$ cat src/pkg/scsi_host_defs.svh
// Purpose: constants of the control and event queue engine
// Assumes: 32-bit apb data, one aligned word per register
// Notes:   byte addresses, field positions, codes and counts
`ifndef SCSI_HOST_DEFS_SVH
`define SCSI_HOST_DEFS_SVH

// --------------------------------------------------------------
// register byte addresses
// --------------------------------------------------------------
`define A_CTL_TYPE     8'h00
`define A_CTL_SUBTYPE  8'h04
`define A_CTL_LUN_LO   8'h08
`define A_CTL_LUN_HI   8'h0c
`define A_CTL_TAG_LO   8'h10
`define A_CTL_TAG_HI   8'h14
`define A_CTL_EVT_REQ  8'h18
`define A_CTL_SUBMIT   8'h1c
`define A_CTL_RESP     8'h20
`define A_CTL_EVT_ACT  8'h24
`define A_FEATURES     8'h28
`define A_EVQ_POST     8'h2c
`define A_EVQ_WORD     8'h30
`define A_EVQ_LUN_LO   8'h34
`define A_EVQ_LUN_HI   8'h38
`define A_EVQ_REASON   8'h3c
`define A_EVQ_STATUS   8'h40
`define A_SENSE        8'h44

// --------------------------------------------------------------
// request types, subtypes, responses
// --------------------------------------------------------------
`define T_TMF          32'h0000_0000
`define T_AN_QUERY     32'h0000_0001
`define T_AN_SUBSCRIBE 32'h0000_0002
`define TMF_ABORT_TASK 32'h0000_0000
`define TMF_ABORT_SET  32'h0000_0001
`define TMF_CLEAR_ACA  32'h0000_0002
`define TMF_CLEAR_SET  32'h0000_0003
`define TMF_NEXUS_RST  32'h0000_0004
`define TMF_UNIT_RST   32'h0000_0005
`define TMF_QUERY_TASK 32'h0000_0006
`define TMF_QUERY_SET  32'h0000_0007
`define RESP_OK        8'h00
`define RESP_BAD_TGT   8'h03
`define RESP_BUSY      8'h05
`define RESP_XPORT     8'h06
`define RESP_TGT_FAIL  8'h07
`define RESP_NEXUS     8'h08
`define RESP_FAILURE   8'h09
`define RESP_WRONG_UNIT 8'h0c
`define RESP_FN_DONE   8'h00
`define RESP_FN_OK     8'h0a
`define RESP_FN_REJ    8'h0b

// --------------------------------------------------------------
// event masks, event words, reasons, sense
// --------------------------------------------------------------
`define EV_OPER_CHANGE 32'h0000_0002
`define EV_POWER_MGMT  32'h0000_0004
`define EV_EXT_REQ     32'h0000_0008
`define EV_MEDIA       32'h0000_0010
`define EV_MULTI_HOST  32'h0000_0020
`define EV_DEV_BUSY    32'h0000_0040
`define EV_SUPPORTED   32'h0000_0054
`define EVW_NONE       32'h0000_0000
`define EVW_XPORT_RST  32'h0000_0001
`define EVW_ASYNC      32'h0000_0002
`define EVW_LOST_BIT   31
`define RSN_REMOVED    2'h0
`define RSN_HARD       2'h1
`define RSN_RESCAN     2'h2
`define SK_ILLEGAL     4'h5
`define SK_ATTENTION   4'h6
`define ASC_REMOVED    8'h25
`define ASCQ_REMOVED   8'h00
`define ASC_HARD       8'h29
`define ASCQ_HARD      8'h00
`define ASC_RESCAN     8'h3f
`define ASCQ_RESCAN    8'h0e

// --------------------------------------------------------------
// unit address layout and sizes
// --------------------------------------------------------------
`define LUN_FMT_BYTE0  8'h01
`define NUM_TARGETS    8'h04
`define NUM_LUNS       16'h0008
`define HOT_PLUG_BIT   1
`define EVT_INFO_SIZE  32'h0000_0010
`define EVQ_MAX_BUFS   4'hf
`define TAG_SLOTS      4

`endif

$ cat src/pkg/scsi_host_pkg.sv
// Purpose: types shared by the control and event queue engine
// Assumes: constants live in scsi_host_defs.svh
// Notes:   one-hot state codes written out
package scsi_host_pkg;
  typedef enum logic [2:0] {
    ctl_idle   = 3'b001,
    ctl_exec   = 3'b010,
    ctl_commit = 3'b100
  } ctl_state_e;

  typedef logic [63:0] unit_addr_t;
endpackage

$ cat src/hdl/scsi_host_queues.sv
// Purpose: control request engine and event buffer filler on apb
// Assumes: pclk 10 MHz, presetn async active low
// Notes:   one event record slot; driver pops it before the next fill
//
// What this block does
// control answers use common one-byte response codes
// tmf is type 0, subtypes 0 to 7
// driver writes type, subtype, unit, tag fields
// fields irrelevant to the function are ignored
// nexus reset ignores the single-level unit part
// tag compared with tags of queued commands
// tmf outcomes complete 0, succeeded 10, rejected 11
// query returns supported subset of requested mask
// event mask bits 2,4,8,16,32,64
// subscribe arms unit, returns supported subset
// query and subscribe use only common codes
// no buffer posted: event dropped, not held
// driver keeps 10-15 adequately sized buffers posted
// lost events set bit 31 of event word
// short buffer consumed at once with null event
// after losses, null event with lost bit
// reset event carries code, unit and reason
// removed and rescan only with hot plug
// removed or rescan on unit 0 covers target
// reset reasons also shown as sense data
// async notice limited to subscribed events
// driver polls units itself after losses
// unit address byte0 1, target, lun, zeros
// hot plug governed by feature bit 1
// done set only after all fields written
`timescale 1ns/10ps
`include "scsi_host_defs.svh"
`default_nettype none

module scsi_host_queues
  import scsi_host_pkg::*;
(
  input  wire logic        pclk,
  input  wire logic        presetn,
  input  wire logic        psel,
  input  wire logic        penable,
  input  wire logic        pwrite,
  input  wire logic [7:0]  paddr,
  input  wire logic [31:0] pwdata,
  output logic      [31:0] prdata,
  output logic             pready,
  output logic             pslverr,
  input  wire logic        cmd_start,
  input  wire logic [63:0] cmd_start_tag,
  input  wire logic [63:0] cmd_start_unit,
  input  wire logic        cmd_end,
  input  wire logic [63:0] cmd_end_tag,
  input  wire logic        reset_evt,
  input  wire logic [1:0]  reset_evt_reason,
  input  wire logic [63:0] reset_evt_unit,
  input  wire logic        notice_evt,
  input  wire logic [63:0] notice_evt_unit,
  input  wire logic [31:0] notice_evt_mask,
  output logic             task_abort,
  output logic      [63:0] task_abort_tag,
  output logic             unit_reset,
  output logic      [63:0] unit_reset_addr,
  output logic             ctl_done,
  output logic             evq_filled
);

  // ------------------------------------------------------------
  // apb slave: one wait state, write lands on the pready edge
  // ------------------------------------------------------------
  logic        access;
  logic        wr_fire;
  logic        mapped;
  logic        refuse;
  logic [31:0] rd_word;

  ctl_state_e  state;
  unit_addr_t  ctl_unit;
  logic [31:0] ctl_type;
  logic [31:0] ctl_subtype;
  logic [63:0] ctl_tag;
  logic [31:0] ctl_evt_req;
  logic [7:0]  ctl_resp;
  logic [31:0] ctl_evt_act;
  logic [31:0] features;

  unit_addr_t  sub_unit;
  logic [31:0] sub_mask;
  logic        sub_valid;

  logic [3:0]  evq_count;
  logic        slot_full;
  logic        lost;
  logic [31:0] slot_word;
  unit_addr_t  slot_unit;
  logic [31:0] slot_reason;
  logic [3:0]  sense_key;
  logic [7:0]  sense_asc;
  logic [7:0]  sense_ascq;

  logic [63:0] tag_tab [`TAG_SLOTS];
  unit_addr_t  unit_tab [`TAG_SLOTS];
  logic [`TAG_SLOTS-1:0] tab_vld;

  assign access  = psel & penable & ~pready;
  assign wr_fire = psel & penable & pready & pwrite & ~pslverr;

  always_comb begin
    mapped  = 1'b1;
    rd_word = 32'h0000_0000;
    unique case (paddr)
      `A_CTL_TYPE:    rd_word = ctl_type;
      `A_CTL_SUBTYPE: rd_word = ctl_subtype;
      `A_CTL_LUN_LO:  rd_word = ctl_unit[31:0];
      `A_CTL_LUN_HI:  rd_word = ctl_unit[63:32];
      `A_CTL_TAG_LO:  rd_word = ctl_tag[31:0];
      `A_CTL_TAG_HI:  rd_word = ctl_tag[63:32];
      `A_CTL_EVT_REQ: rd_word = ctl_evt_req;
      `A_CTL_SUBMIT:  rd_word = {30'h0000_0000, ctl_done, state != ctl_idle};
      `A_CTL_RESP:    rd_word = {24'h00_0000, ctl_resp};
      `A_CTL_EVT_ACT: rd_word = ctl_evt_act;
      `A_FEATURES:    rd_word = features;
      `A_EVQ_POST:    rd_word = {28'h000_0000, evq_count};
      `A_EVQ_WORD:    rd_word = slot_word;
      `A_EVQ_LUN_LO:  rd_word = slot_unit[31:0];
      `A_EVQ_LUN_HI:  rd_word = slot_unit[63:32];
      `A_EVQ_REASON:  rd_word = slot_reason;
      `A_EVQ_STATUS:  rd_word = {30'h0000_0000, lost, slot_full};
      `A_SENSE:       rd_word = {12'h000, sense_key, sense_asc, sense_ascq};
      default:        mapped  = 1'b0;
    endcase
  end

  // full post counter or a short buffer while the slot is busy
  always_comb begin
    refuse = 1'b0;
    if (pwrite && paddr == `A_EVQ_POST) begin
      if (pwdata < `EVT_INFO_SIZE)
        refuse = slot_full;
      else
        refuse = (evq_count == `EVQ_MAX_BUFS);
    end
  end

  always_ff @(posedge pclk or negedge presetn) begin
    if (!presetn) begin
      pready  <= 1'b0;
      pslverr <= 1'b0;
      prdata  <= 32'h0000_0000;
    end else begin
      pready  <= access;
      pslverr <= access & (~mapped | refuse);
      if (access)
        prdata <= (pwrite || !mapped) ? 32'h0000_0000 : rd_word;
    end
  end

  // ------------------------------------------------------------
  // control request fields and feature word
  // ------------------------------------------------------------
  always_ff @(posedge pclk or negedge presetn) begin
    if (!presetn) begin
      ctl_type    <= 32'h0000_0000;
      ctl_subtype <= 32'h0000_0000;
      ctl_unit    <= 64'h0000_0000_0000_0000;
      ctl_tag     <= 64'h0000_0000_0000_0000;
      ctl_evt_req <= 32'h0000_0000;
      features    <= 32'h0000_0000;
    end else if (wr_fire) begin
      if (paddr == `A_FEATURES)
        features <= pwdata;
      if (state == ctl_idle) begin
        unique case (paddr)
          `A_CTL_TYPE:    ctl_type          <= pwdata;
          `A_CTL_SUBTYPE: ctl_subtype       <= pwdata;
          `A_CTL_LUN_LO:  ctl_unit[31:0]    <= pwdata;
          `A_CTL_LUN_HI:  ctl_unit[63:32]   <= pwdata;
          `A_CTL_TAG_LO:  ctl_tag[31:0]     <= pwdata;
          `A_CTL_TAG_HI:  ctl_tag[63:32]    <= pwdata;
          `A_CTL_EVT_REQ: ctl_evt_req       <= pwdata;
          default: ;
        endcase
      end
    end
  end

  // ------------------------------------------------------------
  // in-flight command tags and the matches against them
  // ------------------------------------------------------------
  logic [`TAG_SLOTS-1:0] tag_hit;
  logic [`TAG_SLOTS-1:0] unit_hit;
  logic [`TAG_SLOTS-1:0] tgt_hit;
  logic [`TAG_SLOTS-1:0] clr_mask;
  logic [`TAG_SLOTS-1:0] free_first;

  always_comb begin
    free_first = '0;
    for (int i = `TAG_SLOTS - 1; i >= 0; i--) begin
      tag_hit[i]  = tab_vld[i] && tag_tab[i] == ctl_tag
                    && unit_tab[i] == ctl_unit;
      unit_hit[i] = tab_vld[i] && unit_tab[i] == ctl_unit;
      tgt_hit[i]  = tab_vld[i] && unit_tab[i][15:8] == ctl_unit[15:8];
    end
    for (int i = `TAG_SLOTS - 1; i >= 0; i--) begin
      if (!tab_vld[i]) begin
        free_first    = '0;
        free_first[i] = 1'b1;
      end
    end
  end

  // a full table silently forgets the new tag; abort then finds nothing
  always_ff @(posedge pclk or negedge presetn) begin
    if (!presetn) begin
      tab_vld <= '0;
      for (int i = 0; i < `TAG_SLOTS; i++) begin
        tag_tab[i]  <= 64'h0000_0000_0000_0000;
        unit_tab[i] <= 64'h0000_0000_0000_0000;
      end
    end else begin
      for (int i = 0; i < `TAG_SLOTS; i++) begin
        if (state == ctl_exec && clr_mask[i])
          tab_vld[i] <= 1'b0;
        else if (cmd_end && tab_vld[i] && tag_tab[i] == cmd_end_tag)
          tab_vld[i] <= 1'b0;
        else if (cmd_start && free_first[i]) begin
          tab_vld[i]  <= 1'b1;
          tag_tab[i]  <= cmd_start_tag;
          unit_tab[i] <= cmd_start_unit;
        end
      end
    end
  end

  // ------------------------------------------------------------
  // control request decode
  // ------------------------------------------------------------
  logic        fmt_ok;
  logic        lun_ok;
  logic [7:0]  next_resp;
  logic [31:0] next_act;
  logic        next_abort;
  logic        next_unit_rst;
  logic        next_sub;

  assign fmt_ok = ctl_unit[7:0] == `LUN_FMT_BYTE0 && ctl_unit[63:32] == 32'h0000_0000
                  && ctl_unit[15:8] < `NUM_TARGETS;
  assign lun_ok = ctl_unit[31:16] < `NUM_LUNS;

  always_comb begin
    next_resp     = `RESP_FAILURE;
    next_act      = 32'h0000_0000;
    next_abort    = 1'b0;
    next_unit_rst = 1'b0;
    next_sub      = 1'b0;
    clr_mask      = '0;
    if (ctl_type == `T_TMF) begin
      if (!fmt_ok)
        next_resp = `RESP_BAD_TGT;
      else if (ctl_subtype == `TMF_NEXUS_RST) begin
        next_resp = `RESP_FN_DONE;
        clr_mask  = tgt_hit;
      end else if (!lun_ok && ctl_subtype <= `TMF_QUERY_SET)
        next_resp = `RESP_WRONG_UNIT;
      else begin
        unique case (ctl_subtype)
          `TMF_ABORT_TASK: begin
            next_resp  = `RESP_FN_DONE;
            next_abort = |tag_hit;
            clr_mask   = tag_hit;
          end
          `TMF_ABORT_SET, `TMF_CLEAR_SET: begin
            next_resp = `RESP_FN_DONE;
            clr_mask  = unit_hit;
          end
          `TMF_CLEAR_ACA:  next_resp = `RESP_FN_REJ;
          `TMF_UNIT_RST: begin
            next_resp     = `RESP_FN_DONE;
            next_unit_rst = 1'b1;
            clr_mask      = unit_hit;
          end
          `TMF_QUERY_TASK: next_resp = |tag_hit ? `RESP_FN_OK : `RESP_FN_DONE;
          `TMF_QUERY_SET:  next_resp = |unit_hit ? `RESP_FN_OK : `RESP_FN_DONE;
          default:         next_resp = `RESP_FAILURE;
        endcase
      end
    end else if (ctl_type == `T_AN_QUERY || ctl_type == `T_AN_SUBSCRIBE) begin
      if (!fmt_ok)
        next_resp = `RESP_BAD_TGT;
      else if (!lun_ok)
        next_resp = `RESP_WRONG_UNIT;
      else begin
        next_resp = `RESP_OK;
        next_act  = ctl_evt_req & `EV_SUPPORTED;
        next_sub  = ctl_type == `T_AN_SUBSCRIBE;
      end
    end
  end

  // ------------------------------------------------------------
  // control request sequence
  // ------------------------------------------------------------
  always_ff @(posedge pclk or negedge presetn) begin
    if (!presetn) begin
      state           <= ctl_idle;
      ctl_resp        <= 8'h00;
      ctl_evt_act     <= 32'h0000_0000;
      ctl_done        <= 1'b0;
      task_abort      <= 1'b0;
      task_abort_tag  <= 64'h0000_0000_0000_0000;
      unit_reset      <= 1'b0;
      unit_reset_addr <= 64'h0000_0000_0000_0000;
    end else begin
      task_abort <= 1'b0;
      unit_reset <= 1'b0;
      unique case (state)
        ctl_idle: begin
          if (wr_fire && paddr == `A_CTL_SUBMIT) begin
            state    <= ctl_exec;
            ctl_done <= 1'b0;
          end
        end
        ctl_exec: begin
          ctl_resp    <= next_resp;
          ctl_evt_act <= next_act;
          task_abort  <= next_abort;
          unit_reset  <= next_unit_rst;
          if (next_abort)
            task_abort_tag <= ctl_tag;
          if (next_unit_rst)
            unit_reset_addr <= ctl_unit;
          state <= ctl_commit;
        end
        ctl_commit: begin
          ctl_done <= 1'b1;
          state    <= ctl_idle;
        end
      endcase
    end
  end

  // subscription of one unit at a time; a new one replaces the old
  always_ff @(posedge pclk or negedge presetn) begin
    if (!presetn) begin
      sub_unit  <= 64'h0000_0000_0000_0000;
      sub_mask  <= 32'h0000_0000;
      sub_valid <= 1'b0;
    end else if (state == ctl_exec && next_sub) begin
      sub_unit  <= ctl_unit;
      sub_mask  <= next_act;
      sub_valid <= 1'b1;
    end
  end

  // ------------------------------------------------------------
  // event queue filler
  // ------------------------------------------------------------
  logic        hot_plug;
  logic        rst_ok;
  logic [31:0] notice_mask;
  logic        notice_ok;
  logic        short_post;
  logic        long_post;
  logic        pop;
  logic        can_fill;
  logic        put_rst;
  logic        put_notice;
  logic        put_null;
  logic        dropped;

  assign hot_plug    = features[`HOT_PLUG_BIT];
  assign rst_ok      = reset_evt && (reset_evt_reason == `RSN_HARD
                       || (hot_plug && reset_evt_reason != 2'h3));
  assign notice_mask = notice_evt_mask & sub_mask;
  assign notice_ok   = notice_evt && sub_valid && notice_evt_unit == sub_unit
                       && notice_mask != 32'h0000_0000;
  assign short_post  = wr_fire && paddr == `A_EVQ_POST && pwdata < `EVT_INFO_SIZE;
  assign long_post   = wr_fire && paddr == `A_EVQ_POST && pwdata >= `EVT_INFO_SIZE;
  assign pop         = wr_fire && paddr == `A_EVQ_STATUS && pwdata[0];
  assign can_fill    = !slot_full && evq_count != 4'h0 && !short_post;
  assign put_rst     = can_fill && rst_ok;
  assign put_notice  = can_fill && !rst_ok && notice_ok;
  assign put_null    = can_fill && !rst_ok && !notice_ok && lost;
  // a notice that loses to a same-cycle reset is counted as lost
  assign dropped     = (rst_ok && !put_rst) || (notice_ok && !put_notice);

  always_ff @(posedge pclk or negedge presetn) begin
    if (!presetn) begin
      evq_count <= 4'h0;
    end else begin
      if (long_post && !(put_rst || put_notice || put_null))
        evq_count <= evq_count + 4'h1;
      else if (!long_post && (put_rst || put_notice || put_null))
        evq_count <= evq_count - 4'h1;
    end
  end

  always_ff @(posedge pclk or negedge presetn) begin
    if (!presetn) begin
      slot_full   <= 1'b0;
      slot_word   <= 32'h0000_0000;
      slot_unit   <= 64'h0000_0000_0000_0000;
      slot_reason <= 32'h0000_0000;
      evq_filled  <= 1'b0;
    end else begin
      evq_filled <= 1'b0;
      if (short_post) begin
        slot_full   <= 1'b1;
        evq_filled  <= 1'b1;
        slot_word   <= {lost, 31'h0000_0000} | `EVW_NONE;
        slot_unit   <= 64'h0000_0000_0000_0000;
        slot_reason <= 32'h0000_0000;
      end else if (put_rst) begin
        slot_full   <= 1'b1;
        evq_filled  <= 1'b1;
        slot_word   <= {lost, 31'h0000_0000} | `EVW_XPORT_RST;
        slot_unit   <= reset_evt_unit;
        slot_reason <= {30'h0000_0000, reset_evt_reason};
      end else if (put_notice) begin
        slot_full   <= 1'b1;
        evq_filled  <= 1'b1;
        slot_word   <= {lost, 31'h0000_0000} | `EVW_ASYNC;
        slot_unit   <= notice_evt_unit;
        slot_reason <= notice_mask;
      end else if (put_null) begin
        slot_full   <= 1'b1;
        evq_filled  <= 1'b1;
        slot_word   <= 32'h8000_0000 | `EVW_NONE;
        slot_unit   <= 64'h0000_0000_0000_0000;
        slot_reason <= 32'h0000_0000;
      end else if (pop) begin
        slot_full <= 1'b0;
      end
    end
  end

  // a drop in the same cycle as a report keeps the flag set
  always_ff @(posedge pclk or negedge presetn) begin
    if (!presetn)
      lost <= 1'b0;
    else if (dropped)
      lost <= 1'b1;
    else if (short_post || put_rst || put_notice || put_null)
      lost <= 1'b0;
  end

  // ------------------------------------------------------------
  // sense view of the last reset condition
  // ------------------------------------------------------------
  always_ff @(posedge pclk or negedge presetn) begin
    if (!presetn) begin
      sense_key  <= 4'h0;
      sense_asc  <= 8'h00;
      sense_ascq <= 8'h00;
    end else if (rst_ok) begin
      unique case (reset_evt_reason)
        `RSN_REMOVED: begin
          sense_key  <= `SK_ILLEGAL;
          sense_asc  <= `ASC_REMOVED;
          sense_ascq <= `ASCQ_REMOVED;
        end
        `RSN_HARD: begin
          sense_key  <= `SK_ATTENTION;
          sense_asc  <= `ASC_HARD;
          sense_ascq <= `ASCQ_HARD;
        end
        default: begin
          sense_key  <= `SK_ATTENTION;
          sense_asc  <= `ASC_RESCAN;
          sense_ascq <= `ASCQ_RESCAN;
        end
      endcase
    end
  end

endmodule

`default_nettype wire

$ cat config.mk
export PLATFORM = sky130hd
export DESIGN_NAME = scsi_host_queues
export DESIGN_NICKNAME = d
export VERILOG_FILES = /design/src/pkg/scsi_host_pkg.sv /design/src/hdl/scsi_host_queues.sv
export VERILOG_INCLUDE_DIRS = /design/src /design/src/pkg
export SDC_FILE = /design/constraint.sdc
export NUM_CORES = 2
export LEC_CHECK = 0
export BUFFER_PORTS_ARGS = -buffer_cell sky130_fd_sc_hd__buf_2
export CORE_MARGIN = 4
export CORE_UTILIZATION = 58
export DETAILED_ROUTE_END_ITERATION = 16
export GPL_TIMING_DRIVEN = 0
export PLACE_DENSITY = 0.79
export SYNTH_ARGS = -nofsm -noshare
export SYNTH_HDL_FRONTEND = slang
export SYNTH_SLANG_ARGS = --single-unit
$ cat constraint.sdc
create_clock -name pclk -period 7.9 [get_ports pclk]
set_input_delay 0.79 -clock pclk [delete_from_list [all_inputs] [get_ports pclk]]
set_output_delay 0.79 -clock pclk [all_outputs]
set_load 0.005 [all_outputs]
## Yosys cells after proc, flatten, opt, wreduce, memory -nomap -nowiden

Index checks and enable logic that the tools add are counted.
W data, S select, Z words.

| storage, ports and cells | value |
|---|---|
| flip-flop bits (word level) | 1,232 |
| input port bits | 403 |
| word-level logic and storage cells | 325 |

| operators by class | value |
|---|---|
| add/subtract/negate cells | 2 |
| $lt $le $gt $ge | 5 |
| equality and inequality tests | 52 |
| multiplexer cells | 88 |
| bitwise gates (word level) | 19 |
| reduce and logical (&&, ||, !) cells | 115 |

Operator list:

| operator | number |
|---|---|
| $eq A64 B64 Y1 | 13 |
| $pmux W32 S18 | 1 |
| $mux W32 | 9 |
| $mux W64 | 4 |
| $eq A32 B3 Y1 const B | 4 |
| $eq A32 B2 Y1 const B | 3 |
| $logic_not A32 Y1 | 3 |
| $mux W4 | 19 |
| $eq A32 B1 Y1 const B | 2 |
| $eq A8 B6 Y1 const B | 8 |
| $logic_and A1 B1 Y1 | 59 |
| $mux W1 | 43 |
| $reduce_and A3 Y1 | 11 |
| $and A32 B32 Y32 | 1 |
| $eq A8 B5 Y1 const B | 4 |
| $eq A8 B8 Y1 | 4 |
| $ge A32 B5 Y1 const B | 1 |
| $le A32 B3 Y1 const B | 1 |
| $lt A32 B5 Y1 const B | 1 |
| $reduce_bool A32 Y1 | 1 |
| $mux W7 | 4 |
| $reduce_or A18 Y1 | 1 |
| $eq A8 B4 Y1 const B | 2 |
| $eq A8 B7 Y1 const B | 2 |
| other kinds (37) | 80 |

## Depth between registers and ports, before layout

| depth | value |
|---|---|
| depth in word-level cells | 15 |
| gate-level depth with buffers | 15 |
| mapped depth without buffers | 15 |

## Worst setup path after synthesis

OpenSTA, ideal clock, no wires.

| timing path | value |
|---|---|
| path kind | input -> register |
| from | in notice_evt_unit[63] |
| to | reg evq_count[3] |
| setup time | 0.125 ns |
| data arrival time | 3.932 ns |
| slack | 3.843 ns |
| cell stages on the path | 15 |
| buffers on the path | 0 |
| path through | xnor2_1 > o2111ai_1 > or4_1 > or4_1 > o31ai_1 > nor2_1 > or2_2 > ha_1 > inv_1 > ha_1 > a21o_1 > a21oi_1 > xnor2_1 > nor2_1 > xor2_1 |

| between the ends | value |
|---|---|
| word-level cells in the longest chain between the ends | 10 |
| elaborated cells on any way between the ends | 14 |
| classes of those cells | eq/ne (1); mux (1); reduce/logical (12) |

RTL lines:

| element | line | source |
|---|---|---|
| start: declaration | scsi_host_queues.sv:57 | `input wire logic [63:0] notice_evt_unit,` |
| $eq A64 B64 Y1 (*) | scsi_host_queues.sv:374 | `assign notice_ok = notice_evt && sub_valid && notice_evt_unit == sub_unit` |
| $logic_and A1 B1 Y1 (*) | scsi_host_queues.sv:374 |  |
| $logic_and A1 B1 Y1 (*) | scsi_host_queues.sv:375 | `&& notice_mask != 32'h0000_0000;` |
| $logic_not A1 Y1 | scsi_host_queues.sv:382 | `assign put_null = can_fill && !rst_ok && !notice_ok && lost;` |
| $logic_and A1 B1 Y1 (2 in a row) | scsi_host_queues.sv:382 |  |
| $logic_or A1 B1 Y1 (*) | scsi_host_queues.sv:390, scsi_host_queues.sv:392 |  |
| $logic_not A1 Y1 | scsi_host_queues.sv:390 | `if (long_post && !(put_rst \|\| put_notice \|\| put_null))` |
| $logic_and A1 B1 Y1 | scsi_host_queues.sv:390 |  |
| $mux W4 / $reduce_bool A2 Y1 (equally long branches) | -- |  |
| end signal: assignment | scsi_host_queues.sv:391 | `evq_count <= evq_count + 4'h1;` |
| end signal: assignment | scsi_host_queues.sv:393 | `evq_count <= evq_count - 4'h1;` |
| end: declaration | scsi_host_queues.sv:90 | `logic [3:0] evq_count;` |

Every way passes the cells marked *; elsewhere a longest branch is shown, timed or not.
A chain may end at the register's enable or synchronous reset.

## Final worst setup path

| timing path | value |
|---|---|
| from | reg ctl_tag[24] |
| to | reg task_abort_tag[35] |

| between the ends | value |
|---|---|
| word-level cells in the longest chain between the ends | 10 |
| elaborated cells on any way between the ends | 19 |
| classes of those cells | eq/ne (4); mux (5); reduce/logical (10) |

RTL lines:

| element | line | source |
|---|---|---|
| start: declaration | scsi_host_queues.sv:80 | `logic [63:0] ctl_tag;` |
| start signal: assignment | scsi_host_queues.sv:177 | `` `A_CTL_TAG_LO: ctl_tag[31:0] <= pwdata; `` |
| $eq A64 B64 Y1 | scsi_host_queues.sv:198 | `tag_hit[i] = tab_vld[i] && tag_tab[i] == ctl_tag` |
| $logic_and A1 B1 Y1 | scsi_host_queues.sv:198 |  |
| $logic_and A1 B1 Y1 | scsi_host_queues.sv:199 | `&& unit_tab[i] == ctl_unit;` |
| $reduce_or A4 Y1 (*) | scsi_host_queues.sv:268 | `next_abort = \|tag_hit;` |
| $mux W1 (*) | scsi_host_queues.sv:265 | `unique case (ctl_subtype)` |
| $mux W1 (*) | scsi_host_queues.sv:262 | `` end else if (!lun_ok && ctl_subtype <= `TMF_QUERY_SET) `` |
| $mux W1 (*) | scsi_host_queues.sv:259 | `` else if (ctl_subtype == `TMF_NEXUS_RST) begin `` |
| $mux W1 (*) | scsi_host_queues.sv:257 | `if (!fmt_ok)` |
| $mux W1 (*) | scsi_host_queues.sv:256 | `` if (ctl_type == `T_TMF) begin `` |
| $reduce_and A2 Y1 (no line) (*) | -- |  |
| end signal: assignment | scsi_host_queues.sv:328 | `task_abort_tag <= ctl_tag;` |
| end: declaration | scsi_host_queues.sv:60 | `output logic [63:0] task_abort_tag,` |

Marked as above.

==> results.cfg <==
[status]
status = complete, but fails checks
failed_checks = capacitance limit, slew limit

[run]
max_cap_violations = 8

[drt]
routed_wire_length_per_instance_um = 39.7
routed_wirelength_um = 249000
drt-vias-per-instance = 6.96
route.detailed.drc = 0
drtAntennaViolNets = 0
drt-pass1-iter-count = 12
violation_count_after_the_first_detailed_routing_iteration = 6406
total_number_of_vias = 43600

[setup_path]
regToRegStartpoint = ctl_tag[24]
critical_path_required_ps = 8520
critical_path.startpoint = ctl_tag[24]
worst-endpoint-arrival_ps = 7020
internal_reg_to_reg_setup_slack_ps = 1500
timing.critical_path.to_type = register
worst_r2r_path_depth = 11
max_fo_critical_path = 10
nature_of_the_critical_path_startpoint = register
regToRegEndpoint = task_abort_tag[35]
setup.worst_path.class = register to register

[sta]
setup-tns-final_ps = 0
rsz0062_at_grt = false
report.final.hold_viol_count = 0
max-slew-margin-rel_pct = -20.0
timing_max_transition_violations_final = 40
finalCritPeriodShare_pct = 81.1
period_minus_slack_ps = 6400
setup_violations = 0
max_freq_mhz = 156
finClkSkew_ps = 30.4
worst-slew-pin-transition_ps = 1790

[finish]
fill_cells = 6748
syn_to_final_growth_pct = 16.0
post_route_cells_drive_above_1_share_pct = 30.2
final_nets = 5375
finish.cell_count_without_fillers = 6266
post-route-util_pct = 68.1
final_design_area_no_fill_um2 = 61600

[synthesis]
yosysSeqAreaShare_pct = 51.9
synth_edf_count = 0
synth_flop_cell = dfrtp_1
yosysMostFrequentCell = dfrtp_1
syn_area_per_cell_um2 = 12.3
async_reset_ff_share_pct = 100
synth_top_area_cell = dfrtp_1
synth_top_area_share_pct = 51.8
syn-instance-count = 4322
ys.warnings.count = 0
synth.top_cells.by_area = dfrtp_1 (52%), mux2_2 (16%), xnor2_1 (7.2%), xor2_1 (4.6%), a22o_1 (2.1%)
synthTopCellsByCount = dfrtp_1 (1099), mux2_2 (761), xnor2_1 (436)
synth_seq_cells = 1100
postSynthNetCount = 4729
yosys.cell_types.count = 66
synthesis.area_um2 = 53100

[floorplanning]
ios = 569
placementRows = 110
die_width_um = 310
die_area_um2 = 96400
floorplan.die.height_um = 310
coreArea_um2 = 90400
start_util_pct = 58.7

[global_routing]
globalRoute.totalOverflow = 0
grt_first_pass_wirelength_um = 340000
global_route.usage.total_pct = 51.9
grt_pass1_vias = 43000
grt_start_max_net_pins = 173
antenna_found_initial = 29

[pwr]
power.leakage_nw = 29.2
vdd_ir_drop_max_v = 0.000198
power_density_over_the_cells_nw_per_um2 = 274
totalPowerFinal_w = 0.0169

[clock_tree]
htree_num_levels = 3
cts.clk_slew.worst_paths_ps = 60
tritoncts_num_sinks = 1100
tritoncts = yes
numCtsBuffers = 113
max-clock-path-buffers = 3
cts_repair_resize_count = 0
clk_root_buffer_cell = clkbuf_16
clk-insertion-delay-late_ps = 760

[placement]
dpl-instance-area_um2 = 57300
place_inst = 6025
io_buffer_count = 519
hpwlAfterDp_um = 185000
placer_s_final_routability_congestion_estimate = 1.10

[hold_path]
worstHoldEndpoint = sense_key[0]
timing.hold.worst.class = input pin to register
min-delay-start = reset_evt_reason[1]
holdPathStages = 2
[registers in the layout, indices dropped and copies added (netlist names), 2 cells and up]
register and flops:
tag_tab 256, unit_tab 256, ctl_tag 64, ctl_unit 64, slot_unit 64, sub_unit 64
task_abort_tag 64, unit_reset_addr 64, ctl_evt_req 32, ctl_subtype 32, ctl_type 32, features 32
prdata 32, slot_reason 5, ctl_resp 4, evq_count 4, sense_asc 4, tab_vld 4
ctl_evt_act 3, slot_word 3, state 3, sub_mask 3, sense_key 2
[layout make-up]
type,count,area [um2],share of cell area (%)
Sequential cell,1100,27500,44.7
Antenna cell,27,67.6,0.110
Tap cell,1176,1470,2.39
Timing Repair Buffer,531,2860,4.65
Multi-Input combinational cell,2801,24000,38.9
Clock buffer,146,3140,5.10
Buffer,314,1240,2.02
Inverter,107,402,0.652
Clock inverter,64,893,1.45
[layer usage]
layer	up-vias	routed length, um	global-route usage [%]
met5	-	90	0.594
met4	14	27700	44.7
met3	1294	32300	23.0
li1	16800	-	-
met1	21800	83100	58.7
met2	3659	105000	75.0
[placed cells by master (no fill, tap or decap), drive strengths merged, types with 8 or more instances in the layout]
cell type  count
nor2          64
clkinvlp      11
and2          58
mux2         821
inv          110
a22o         127
buf          579
xor2         276
xnor2        436
a22oi         34
dfrtp       1099
o2111ai        9
o22ai         32
a21oi         18
a221oi        84
o2bb2ai       17
clkbuf       411
nor4         137
nor2b         76
nand2         98
nor3          28
diode         27
bufinv        17
nand4        142
a21o          98
nand3b         8
a31oi         28
o21ai         46
nand2b        33
a222oi        18
nand3         36
clkinv        33
[report_power, final]
part | switching [W] | total, W | internal (W) | leakage [nW]
combinational | 0.00181 | 0.00339 | 0.00158 | 12.9
clock | 0.00248 | 0.00586 | 0.00338 | 1.96
sequential | 0.00114 | 0.00765 | 0.00650 | 14.4
total | 0.00543 | 0.0169 | 0.0115 | 29.2
[per-stage QoR]
stage | setup slack [ps] | hold slack (ps)
6_report | 1500 | 310
5_1_grt | 1810 | 316
4_1_cts | 2430 | 308
3_5_place_dp | 2480 | 451
3_3_place_gp | -17980 | 453
2_1_floorplan | 3840 | 434
[what timing repair did]
item	in CTS	in global routing
setup buffers	0	0
hold buffers	1	0
hold endpoints to repair	33	0
[worst max-delay path: stages, from the launching register on]
cell	delay [ps]
dfrtp_1	350
clkbuf_1	340
xnor2_1	1220
nand4_1	1150
nor4_1	620
nand4_1	750
nor3_1	400
nor4_1	130
nor4_4	470
buf_8	260
buf_6	190
mux2_1	340
[how the worst max path moves through the flow]
stage,endpoint,slack (ps)
after detailed placement,task_abort_tag[35],2480
after global placement,unit_reset_addr[10],-17980
after floorplan,evq_count[3],3840
after global routing,task_abort_tag[40],1810
final,task_abort_tag[35],1500
after CTS,task_abort_tag[35],2430
[logic make-up (layout without fill, tap and decap cells)]
| logic type | Yosys count | count (layout) | synth area share (%) |
|---|---|---|---|
| buffers and inverters | 421 | 1162 | 3.09 |
| DFF | 1100 | 1100 | 51.9 |
| xor gates and xnor gates | 712 | 712 | 11.8 |
| adders and majority gates | 5 | 5 | 0.127 |
| and+or+nand+nor | 707 | 707 | 7.53 |
| AOI/OAI and AO/OA | 554 | 554 | 8.15 |
| muxes | 823 | 823 | 17.5 |
| other | 0 | 27 | 0 |
Note: power is estimated with default switching activity, not from simulation.
